<file path="src/hps_pkg.sv">
package hps_pkg;
	// =====================================================================
	// time base
	// =====================================================================
	localparam int unsigned HPS_CLK_HZ = 25000000;
	localparam int unsigned HPS_TICK_US = 10000;
	localparam int unsigned HPS_TICK_CYC = HPS_CLK_HZ / 1000000 * HPS_TICK_US;
	// =====================================================================
	// periods in ms, converted to ticks of 10 ms (rounded down)
	// =====================================================================
	localparam int unsigned HPS_STO_SUPPLY_MS = 120;
	localparam int unsigned HPS_STO_SLEEP_MS = 960;
	localparam int unsigned HPS_GPIO_MS = 1920;
	localparam int unsigned HPS_TEMP_MS = 7670;
	localparam int unsigned HPS_CRIT_MS = 2500;
	localparam int unsigned HPS_STO_SUPPLY_TK = HPS_STO_SUPPLY_MS * 1000 / HPS_TICK_US;
	localparam int unsigned HPS_STO_SLEEP_TK = HPS_STO_SLEEP_MS * 1000 / HPS_TICK_US;
	localparam int unsigned HPS_GPIO_TK = HPS_GPIO_MS * 1000 / HPS_TICK_US;
	localparam int unsigned HPS_TEMP_TK = HPS_TEMP_MS * 1000 / HPS_TICK_US;
	localparam int unsigned HPS_CRIT_TK = HPS_CRIT_MS * 1000 / HPS_TICK_US;
	// =====================================================================
	// tracking timings (ms): open-circuit time and period
	// =====================================================================
	localparam int unsigned HPS_VOC_MS_DEF = 2;
	localparam int unsigned HPS_MPPT_MS_DEF = 256;
	// =====================================================================
	// voltage codes: mV
	// =====================================================================
	localparam logic [12:0] HPS_INTERNAL_SUPPLY_START_MV = 13'h08FC; // 2300
	localparam logic [12:0] HPS_OVCH_MIN_MV = 13'h0BB8; // 3000
	localparam logic [12:0] HPS_OVCH_MAX_MV = 13'h12C0; // 4800
	localparam logic [12:0] HPS_OVDIS_MIN_MV = 13'h0AF0; // 2800
	localparam logic [12:0] HPS_OVDIS_MAX_MV = 13'h0FD2; // 4050
	localparam logic [12:0] HPS_MPP_MIN_MV = 13'h0078; // 120
	localparam logic [12:0] HPS_MPP_MAX_MV = 13'h05BE; // 1470
	localparam logic [12:0] HPS_TH_SPAN_MV = 13'h03E8; // 1000
	localparam int unsigned HPS_RATIO_N = 9;
	localparam logic [3:0] HPS_RATIO_RESET = 4'h7;
	localparam logic HPS_HP_ALLOW_RESET = 1'b1;

	typedef enum logic [7:0] {
		HPS_ST_RESET = 8'h01,
		HPS_ST_SENSE_SRC = 8'h02,
		HPS_ST_SENSE_STO = 8'h04,
		HPS_ST_SUPPLY = 8'h08,
		HPS_ST_SLEEP = 8'h10,
		HPS_ST_SHUTDOWN = 8'h20,
		HPS_ST_OVDIS = 8'h40
	} hps_state_t;
endpackage : hps_pkg

</file>
<file path="src/hps_supervisor.sv">
// Notes on behaviour
// - each period: isolate source, settle, sample
// - tracking runs in all states but reset
// - storage check 0.12 s supply, 0.96 s sleep
// - configuration pins sampled every 1.92 s
// - temperature evaluated every 7.67 s
// - 2.50 s low in shutdown: overdischarge
// - charging stops at overcharge, 3-4.8 V
// - overdischarge threshold 2.8-4.05 V
// - no keep-alive: internal switch until recovered
// - keep-alive: battery feeds supply while storage is above overdischarge, never internal
// - temperature out of range inhibits charge, flags
// - thermistor input span 0 to 1 V
// - enough source energy: high-power mode
// - high power allowed from reset, host disables
// - no keep-alive, weak source: reset state
// - keep-alive holds supply above overdischarge
// - target 0.12-1.47 V, nine ratios
// - supply at 2.3 V: latch pins, sense source
// - after storage sensing go to supply
// - leave sleep on source rise or disable
`timescale 1ns/1ps
`default_nettype none
module hps_supervisor import hps_pkg::*; #(
	parameter int unsigned TICK_CYC = HPS_TICK_CYC,
	parameter int unsigned VOC_CYC = HPS_VOC_MS_DEF * HPS_CLK_HZ / 1000,
	parameter int unsigned MPPT_TK = HPS_MPPT_MS_DEF * 1000 / HPS_TICK_US
) (
	input wire logic clk,
	input wire logic arst_n,
	input wire logic [12:0] internal_supply_mv,
	input wire logic [12:0] storage_node_mv,
	input wire logic [12:0] harvester_input_mv,
	input wire logic [12:0] thermistor_sense_pin_mv,
	input wire logic [12:0] temp_low_mv,
	input wire logic [12:0] temp_high_mv,
	input wire logic [12:0] overcharge_threshold,
	input wire logic [12:0] overdischarge_threshold,
	input wire logic [12:0] sleep_source_threshold,
	input wire logic [3:0] ratio_sel,
	input wire logic [7:0] cfg_pins,
	input wire logic keep_alive,
	input wire logic sleep_enable,
	input wire logic shutdown_req,
	input wire logic high_power_allow,
	input wire logic high_power_level,
	input wire logic source_weak,
	input wire logic internal_supply_recovered,
	output logic source_isolation_switch,
	output logic internal_highside_switch,
	output logic storage_highside_switch,
	output logic battery_to_internal_switch,
	output logic charge_enable,
	output logic high_power_mode,
	output logic temp_flag,
	output logic [12:0] regulation_target_voltage,
	output logic [7:0] cfg_latched,
	output logic [7:0] state_code
);
	typedef struct packed {
		hps_state_t st;
		logic [31:0] voc_cnt;
		logic [15:0] mppt_tk;
		logic [15:0] sto_tk;
		logic [15:0] gpio_tk;
		logic [15:0] temp_tk;
		logic [15:0] crit_tk;
		logic isolate;
		logic use_int;
		logic sto_ok;
		logic sto_full;
		logic temp_bad;
		logic hp;
		logic [12:0] target;
		logic [7:0] cfg;
	} hps_sv_t;
	hps_sv_t s_reg, s_next;
	logic tick;

	hps_timebase #(.TICK_CYC(TICK_CYC)) u_tb (
		.clk(clk),
		.arst_n(arst_n),
		.tick(tick)
	);

	// =====================================================================
	// helpers
	// =====================================================================
	function automatic logic [12:0] hps_clamp(input logic [12:0] v,
		input logic [12:0] lo, input logic [12:0] hi);
		if (v < lo) begin
			return lo;
		end else if (v > hi) begin
			return hi;
		end
		return v;
	endfunction : hps_clamp

	// ratio in percent: 35, 50, 60..90 by 5
	function automatic logic [6:0] hps_ratio(input logic [3:0] sel);
		logic [6:0] r;
		case (sel)
			4'h0: r = 7'h23;
			4'h1: r = 7'h32;
			4'h2: r = 7'h3C;
			4'h3: r = 7'h41;
			4'h4: r = 7'h46;
			4'h5: r = 7'h4B;
			4'h6: r = 7'h50;
			4'h7: r = 7'h55;
			4'h8: r = 7'h5A;
			default: r = 7'h50;
		endcase
		return r;
	endfunction : hps_ratio

	function automatic logic [15:0] hps_dec(input logic [15:0] c,
		input logic t);
		return (t && c != 16'h0000) ? c - 16'h0001 : c;
	endfunction : hps_dec

	logic [12:0] ovch_eff, ovdis_eff, th_clip;
	logic [19:0] target_prod;
	always_comb begin
		ovch_eff = hps_clamp(overcharge_threshold, HPS_OVCH_MIN_MV,
			HPS_OVCH_MAX_MV);
		ovdis_eff = hps_clamp(overdischarge_threshold, HPS_OVDIS_MIN_MV,
			HPS_OVDIS_MAX_MV);
		th_clip = hps_clamp(thermistor_sense_pin_mv, 13'h0000,
			HPS_TH_SPAN_MV);
		target_prod = 20'(harvester_input_mv * hps_ratio(ratio_sel)
			/ 7'h64);
	end

	// =====================================================================
	// state machine and schedules
	// =====================================================================
	always_comb begin
		s_next = s_reg;
		s_next.sto_tk = hps_dec(s_reg.sto_tk, tick);
		s_next.gpio_tk = hps_dec(s_reg.gpio_tk, tick);
		s_next.temp_tk = hps_dec(s_reg.temp_tk, tick);
		s_next.mppt_tk = hps_dec(s_reg.mppt_tk, tick);
		// tracking, active outside reset
		if (s_reg.st != HPS_ST_RESET) begin
			if (s_reg.isolate) begin
				if (s_reg.voc_cnt >= VOC_CYC - 1) begin
					s_next.isolate = 1'b0;
					s_next.voc_cnt = '0;
					s_next.target = hps_clamp(target_prod[12:0],
						HPS_MPP_MIN_MV, HPS_MPP_MAX_MV);
					s_next.mppt_tk = 16'(MPPT_TK);
				end else begin
					s_next.voc_cnt = s_reg.voc_cnt + 32'h00000001;
				end
			end else if (s_reg.mppt_tk == 16'h0000) begin
				s_next.isolate = 1'b1;
			end
		end
		if (s_reg.gpio_tk == 16'h0000 && s_reg.st != HPS_ST_RESET) begin
			s_next.cfg = cfg_pins;
			s_next.gpio_tk = 16'(HPS_GPIO_TK);
		end
		if (s_reg.temp_tk == 16'h0000 && s_reg.st != HPS_ST_RESET) begin
			s_next.temp_bad = th_clip < temp_low_mv
				|| th_clip > temp_high_mv;
			s_next.temp_tk = 16'(HPS_TEMP_TK);
		end
		if (s_reg.sto_tk == 16'h0000) begin
			s_next.sto_full = storage_node_mv >= ovch_eff;
			s_next.sto_ok = storage_node_mv > ovdis_eff;
			s_next.sto_tk = 16'(s_reg.st == HPS_ST_SLEEP ?
				HPS_STO_SLEEP_TK : HPS_STO_SUPPLY_TK);
		end
		s_next.hp = high_power_allow && high_power_level
			&& s_reg.st != HPS_ST_RESET;
		if (keep_alive) begin
			s_next.use_int = 1'b0;
		end else if (!internal_supply_recovered) begin
			s_next.use_int = 1'b1;
		end else if (internal_supply_recovered) begin
			s_next.use_int = 1'b0;
		end
		case (s_reg.st)
			HPS_ST_RESET: begin
				s_next.isolate = 1'b0;
				if (internal_supply_mv >= HPS_INTERNAL_SUPPLY_START_MV) begin
					s_next.cfg = cfg_pins;
					s_next.gpio_tk = 16'(HPS_GPIO_TK);
					s_next.st = HPS_ST_SENSE_SRC;
				end
			end
			HPS_ST_SENSE_SRC: begin
				if (s_reg.isolate && s_reg.voc_cnt >= VOC_CYC - 1) begin
					s_next.st = HPS_ST_SENSE_STO;
				end
			end
			HPS_ST_SENSE_STO: begin
				s_next.sto_full = storage_node_mv >= ovch_eff;
				s_next.sto_ok = storage_node_mv > ovdis_eff;
				s_next.temp_bad = th_clip < temp_low_mv
					|| th_clip > temp_high_mv;
				s_next.sto_tk = 16'(HPS_STO_SUPPLY_TK);
				s_next.temp_tk = 16'(HPS_TEMP_TK);
				s_next.st = HPS_ST_SUPPLY;
			end
			HPS_ST_SUPPLY, HPS_ST_SLEEP: begin
				if (s_reg.st == HPS_ST_SUPPLY && sleep_enable
					&& s_reg.target < sleep_source_threshold) begin
					s_next.st = HPS_ST_SLEEP;
				end
				if (s_reg.st == HPS_ST_SLEEP && (!sleep_enable
					|| s_reg.target >= sleep_source_threshold)) begin
					s_next.st = HPS_ST_SUPPLY;
				end
				if (shutdown_req) begin
					s_next.st = HPS_ST_SHUTDOWN;
					s_next.crit_tk = 16'(HPS_CRIT_TK);
				end
			end
			HPS_ST_SHUTDOWN: begin
				if (storage_node_mv >= ovdis_eff) begin
					s_next.crit_tk = 16'(HPS_CRIT_TK);
					if (!shutdown_req) begin
						s_next.st = HPS_ST_SUPPLY;
					end
				end else if (s_reg.crit_tk == 16'h0000) begin
					s_next.st = HPS_ST_OVDIS;
				end else begin
					s_next.crit_tk = hps_dec(s_reg.crit_tk, tick);
				end
			end
			HPS_ST_OVDIS: begin
				if (storage_node_mv > ovdis_eff) begin
					s_next.st = HPS_ST_SUPPLY;
				end
			end
			default: s_next.st = HPS_ST_RESET;
		endcase
		// supply loss: keep-alive survives while the battery holds
		if (s_reg.st != HPS_ST_RESET) begin
			if (!keep_alive && source_weak) begin
				s_next.st = HPS_ST_RESET;
			end else if (keep_alive && source_weak
				&& !s_reg.sto_ok) begin
				s_next.st = HPS_ST_RESET;
			end
		end
	end

	always_ff @(posedge clk or negedge arst_n) begin
		if (!arst_n) begin
			s_reg <= '{st: HPS_ST_RESET, default: '0};
		end else begin
			s_reg <= s_next;
		end
	end

	// =====================================================================
	// outputs
	// =====================================================================
	// isolation switch closed (conducting) unless sampling open circuit or in reset
	assign source_isolation_switch = !s_reg.isolate
		&& s_reg.st != HPS_ST_RESET;
	assign internal_highside_switch = s_reg.use_int && !keep_alive;
	assign storage_highside_switch = !internal_highside_switch
		&& charge_enable;
	assign battery_to_internal_switch = keep_alive
		&& s_reg.sto_ok;
	assign charge_enable = !s_reg.sto_full && !s_reg.temp_bad
		&& (s_reg.st == HPS_ST_SUPPLY || s_reg.st == HPS_ST_SLEEP);
	assign high_power_mode = s_reg.hp;
	assign temp_flag = s_reg.temp_bad;
	assign regulation_target_voltage = s_reg.target;
	assign cfg_latched = s_reg.cfg;
	assign state_code = s_reg.st;

	// =====================================================================
	// checks
	// =====================================================================
	property p_hp_gated;
		@(posedge clk) disable iff (!arst_n)
		!high_power_allow |=> !high_power_mode;
	endproperty
	a_hp_gated: assert property (p_hp_gated)
		else $error("high power without allow");
	property p_ka_no_int;
		@(posedge clk) disable iff (!arst_n)
		keep_alive |-> !internal_highside_switch ##1 !s_reg.use_int;
	endproperty
	a_ka_no_int: assert property (p_ka_no_int)
		else $error("internal switch used under keep-alive");
	property p_temp_inhibit;
		@(posedge clk) disable iff (!arst_n)
		temp_flag |-> !charge_enable;
	endproperty
	a_temp_inhibit: assert property (p_temp_inhibit)
		else $error("charging while temperature out of range");
	property p_reset_no_track;
		@(posedge clk) disable iff (!arst_n)
		s_reg.st == HPS_ST_RESET && $past(s_reg.st) == HPS_ST_RESET
			|-> !s_reg.isolate;
	endproperty
	a_reset_no_track: assert property (p_reset_no_track)
		else $error("tracking active in reset");
	property p_weak_reset;
		@(posedge clk) disable iff (!arst_n)
		s_reg.st != HPS_ST_RESET && !keep_alive && source_weak
			|=> s_reg.st == HPS_ST_RESET;
	endproperty
	a_weak_reset: assert property (p_weak_reset)
		else $error("no reset on weak source");
	property p_sense_sto;
		@(posedge clk) disable iff (!arst_n)
		s_reg.st == HPS_ST_SENSE_STO && !source_weak
			|=> s_reg.st == HPS_ST_SUPPLY;
	endproperty
	a_sense_sto: assert property (p_sense_sto)
		else $error("storage sensing did not end in supply");
	property p_start;
		@(posedge clk) disable iff (!arst_n)
		s_reg.st == HPS_ST_RESET && internal_supply_mv >= HPS_INTERNAL_SUPPLY_START_MV
			|=> s_reg.st == HPS_ST_SENSE_SRC && cfg_latched == $past(cfg_pins);
	endproperty
	a_start: assert property (p_start)
		else $error("start did not latch pins");
	property p_target_range;
		@(posedge clk) disable iff (!arst_n)
		$changed(regulation_target_voltage) |-> regulation_target_voltage
			>= HPS_MPP_MIN_MV && regulation_target_voltage <= HPS_MPP_MAX_MV;
	endproperty
	a_target_range: assert property (p_target_range)
		else $error("target out of range");
	c_sleep: cover property (@(posedge clk) s_reg.st == HPS_ST_SLEEP);
	c_ovdis: cover property (@(posedge clk) s_reg.st == HPS_ST_OVDIS);
	c_sample: cover property (@(posedge clk) $fell(s_reg.isolate));
endmodule : hps_supervisor
`default_nettype wire

</file>
<file path="src/hps_timebase.sv">
`timescale 1ns/1ps
`default_nettype none
module hps_timebase import hps_pkg::*; #(
	parameter int unsigned TICK_CYC = HPS_TICK_CYC
) (
	input wire logic clk,
	input wire logic arst_n,
	output logic tick
);
	typedef struct packed {
		logic [31:0] cnt;
		logic tick;
	} hps_tb_t;
	hps_tb_t s_reg, s_next;
	// =====================================================================
	// shared tick for every period
	// =====================================================================
	always_comb begin
		s_next = s_reg;
		s_next.tick = 1'b0;
		if (s_reg.cnt >= TICK_CYC - 1) begin
			s_next.cnt = '0;
			s_next.tick = 1'b1;
		end else begin
			s_next.cnt = s_reg.cnt + 32'h00000001;
		end
	end
	always_ff @(posedge clk or negedge arst_n) begin
		if (!arst_n) begin
			s_reg <= '0;
		end else begin
			s_reg <= s_next;
		end
	end
	assign tick = s_reg.tick;
endmodule : hps_timebase
`default_nettype wire

</file>
<file path="config.mk">
export PLATFORM = sky130hd
export DESIGN_NAME = hps_supervisor
export DESIGN_NICKNAME = d
export VERILOG_FILES = /design/src/hps_pkg.sv /design/src/hps_supervisor.sv /design/src/hps_timebase.sv
export SDC_FILE = /design/constraint.sdc
export NUM_CORES = 1
export LEC_CHECK = 0
export BUFFER_PORTS_ARGS = -buffer_cell sky130_fd_sc_hd__buf_2
export CORE_ASPECT_RATIO = 0.9
export CORE_UTILIZATION = 40
export CTS_CLUSTER_SIZE = 28
export DETAILED_ROUTE_END_ITERATION = 6
export SETUP_SLACK_MARGIN = 0.1
export SLEW_MARGIN = 10
export SYNTH_ARGS = -nofsm -noshare
export SYNTH_HDL_FRONTEND = slang
export SYNTH_SLANG_ARGS = --single-unit
</file>
<file path="constraint.sdc">
create_clock -name clk -period 4.6 [get_ports clk]
set_input_delay 0.92 -clock clk [delete_from_list [all_inputs] [get_ports clk]]
set_output_delay 0.92 -clock clk [all_outputs]
set_load 0.01 [all_outputs]
</file>
==> impl_metrics.env <==
export IMPL_result_of_the_run="finished, violations left"
export IMPL_violated_checks="negative setup slack"
export IMPL_timing_rr_end="s_reg[41]"
export IMPL_final_cell_area_um2=23200
export IMPL_drive_above_1_share_pct=35.1
export IMPL_timing_reg2reg_setup_slack_ns=0.63
export IMPL_chipWidth_um=218
export IMPL_netlist_instances=2000
export IMPL_drt_pass1_iterations=5
export IMPL_grt_max_degree=97
export IMPL_critPathCaptureType="flop"
export IMPL_critPathMostFrequentCell="sky130_fd_sc_hd__buf_6"
export IMPL_fin_crit_ns=12.57
export IMPL_clock_slew_at_the_register_clock_pins_of_the_worst_setup_and_hold_paths_ns=0.07
export IMPL_tritoncts="built"
export IMPL_clock_insertion_delay_worst_skew_ns=0.44
export IMPL_largest_register_ffs=116
export IMPL_fin_crit_sh_pct=273
export IMPL_gp_routability_congestion=0.938
export IMPL_synth_seq_cells=180
export IMPL_cts_max_level=4
export IMPL_grt_use_met1_pct=30.6
export IMPL_cts_sinks=180
export IMPL_io_pins=174
export IMPL_grt_pass1_vias=16700
export IMPL_final_setup_skew_ns=0.00884
export IMPL_first_pass_grt_wire_length_um=80100
export IMPL_max_slew_margin_rel_pct=39.6
export IMPL_timing_critical_path_slowest_cell_delay_ns=0.59
export IMPL_cap_violations=0
export IMPL_layout_cells_most_common_list="sky130_fd_sc_hd__buf_4 (396), sky130_fd_sc_hd__nor2_1 (188), sky130_fd_sc_hd__dfrtp_1 (179), sky130_fd_sc_hd__buf_2 (166), sky130_fd_sc_hd__nand2_1 (149)"
export IMPL_place_detailed_hpwl_um=36900
export IMPL_finalHoldViolCount=0
export IMPL_ys_seq_area_share_pct=26.9
export IMPL_finalMaxSlewViolations=0
export IMPL_critical_path_required_ns=4.91
export IMPL_cts_root_to_sink_buffers=2
export IMPL_critical_path_startpoint="ratio_sel[0]"
export IMPL_antenna_cells=0
export IMPL_areaGrowthSynthToFinish_pct=38.7
export IMPL_initial_utilization_pct=40.9
export IMPL_tightestPinTransition_ns=0.906
export IMPL_fillCellCount=3631
export IMPL_fin_worst_hold_slack_ns=0.462
export IMPL_met3_resource_use_gr_pct=2.73
export IMPL_finish_net_count=2860
export IMPL_initialDrtViolationCount=903
export IMPL_worstSetupStartpointType="input pin"
export IMPL_max_freq_mhz=79.5
export IMPL_grtUsageMet2_pct=37.9
export IMPL_via_count=16700
export IMPL_die_height_um=196
export IMPL_cp_max_fo=6
export IMPL_r2r_start="state_code[1]"
export IMPL_netlist_area_um2=16700
export IMPL_worst_ep_arrival_time_ns=12.88
export IMPL_synth_cell_type_count=108
export IMPL_crit_slowest_cell="sky130_fd_sc_hd__or4_4"
export IMPL_detail_route_antenna_nets=0
export IMPL_ff2ff_path_depth=13
export IMPL_synth_async_sr_flop_share_pct=100
export IMPL_grt_overflow=0
export IMPL_holdCritPathClass="reg -> reg"
export IMPL_fp_row_count=70
export IMPL_floorplan_die_area_um2=42600
export IMPL_ctsRootBufferMaster="sky130_fd_sc_hd__clkbuf_16"
export IMPL_setup_worst_path_end="regulation_target_voltage[0]"
export IMPL_portBuffers=171
export IMPL_placed_cell_area_um2=20900
export IMPL_tritoncts_buffers=17
export IMPL_rsz0062_at_grt="yes"
export IMPL_antenna_violations_before_repair=1
export IMPL_ys_flop_type="sky130_fd_sc_hd__dfrtp_1"
export IMPL_synth_edf_count=0
export IMPL_cts_hold_buf=0
export IMPL_wire_per_inst_um=15.6
export IMPL_global_route_usage_total_pct=22.5
export IMPL_final_setup_viol_count=11
export IMPL_layout_cells_most_common="sky130_fd_sc_hd__buf_4"
export IMPL_fin_ws_ns=-7.97
export IMPL_syn_avg_cell_area_um2=8.36
export IMPL_busiest_layer="met2"
export IMPL_design_core_area_um2=40900
export IMPL_kind_of_critical_path="in -> reg"
export IMPL_detail_route_vias_per_cell=5.36
export IMPL_detail_route_wirelength_um=48500
export IMPL_post_route_drc_count=0
export IMPL_yosysWarningCount=0
layout make-up:
type                            instances  area [µm²]  area share [%]
Inverter                              109         414            1.78
Tap cell                              540         676            2.91
Clock inverter                         15         135           0.582
Multi-Input combinational cell       1642       12700            54.9
Sequential cell                       180        4510            19.4
Timing Repair Buffer                  603        4300            18.5
Clock buffer                           17         425            1.83
cells by family after synthesis:
kind of cell	after synthesis	synth area share, %
XOR/XNOR	115	6.07
AO/OA/AOI/OAI	472	19.3
AND/OR/NAND/NOR	835	25.6
adder cells (fa/ha/maj)	172	15.2
multiplexers	24	1.54
other	2	0.0449
buffers and inverters	200	5.30
flip-flops	180	26.9
synth_stat cells, types with 36 or more instances:
library cell / number / share of area [%]
sky130_fd_sc_hd__nor2_1: 198 / 4.4
sky130_fd_sc_hd__dfrtp_1: 179 / 27
sky130_fd_sc_hd__nand2_1: 162 / 3.6
sky130_fd_sc_hd__a21oi_1: 134 / 4.0
sky130_fd_sc_hd__ha_1: 115 / 8.6
sky130_fd_sc_hd__inv_1: 109 / 2.4
sky130_fd_sc_hd__and2_1: 89 / 3.3
sky130_fd_sc_hd__o21ai_0: 80 / 2.4
sky130_fd_sc_hd__xnor2_1: 71 / 3.7
sky130_fd_sc_hd__nor3_1: 61 / 1.8
sky130_fd_sc_hd__nand3_1: 59 / 1.8
sky130_fd_sc_hd__fa_1: 54 / 6.5
sky130_fd_sc_hd__clkbuf_1: 47 / 1.1
sky130_fd_sc_hd__xor2_1: 43 / 2.3
sky130_fd_sc_hd__nor4_1: 42 / 1.6
sky130_fd_sc_hd__or3_1: 36 / 1.3
layer usage:
metal | wire (µm) | share of wire (%) | up-vias
li1 | - | - | 8244
met1 | 22900 | 47 | 8010
met2 | 23200 | 48 | 345
met3 | 1570 | 3.2 | 57
met4 | 888 | 1.8 | 0
met5 | 0 | 0 | -
per-stage QoR:
stage	util, %	worst slack [ns]	TNS [ns]	std cells
6_report	56.7	-7.97	-81.68	3106
5_1_grt	56.7	-8.28	-85.59	3106
4_1_cts	54.9	-7.63	-78.88	3076
3_5_place_dp	51.0	-8.66	-90.77	2992
3_3_place_gp	51.0	-8.28	-87.64	2992
2_1_floorplan	-	-7.63	-77.11	2021
critical path, delay by kind of cell:
family | cells | cell delay, ns
xor+xnor | 1 | 0.13
mux | 2 | 0.65
fa+ha+maj | 6 | 2.41
simple gates | 13 | 3.11
buf+inv | 10 | 1.19
compound gates | 19 | 4.46
worst min-delay path by stage:
stage                  startpoint            end  slack [ns]  depth (start not counted)
finish              u_tb.s_reg[1]  u_tb.s_reg[1]        0.46                          1
global route        u_tb.s_reg[1]  u_tb.s_reg[1]        0.50                          1
CTS                 u_tb.s_reg[1]  u_tb.s_reg[1]        0.46                          1
detailed placement  u_tb.s_reg[1]  u_tb.s_reg[1]        0.45                          1
global placement    u_tb.s_reg[1]  u_tb.s_reg[1]        0.44                          1
floorplan           u_tb.s_reg[1]  u_tb.s_reg[1]        0.42                          1
timing repair:
| action | in CTS | in global routing |
|---|---|---|
| pin swaps | 92 | 90 |
| setup buffers | 50 | 35 |
| setup endpoints to repair | 11 | 18 |
| cloned | 2 | 0 |
| gates resized for setup | 133 | 108 |
Power is not shown: default switching activity piles up to over one toggle a cycle in this logic, so the estimate is an artifact.
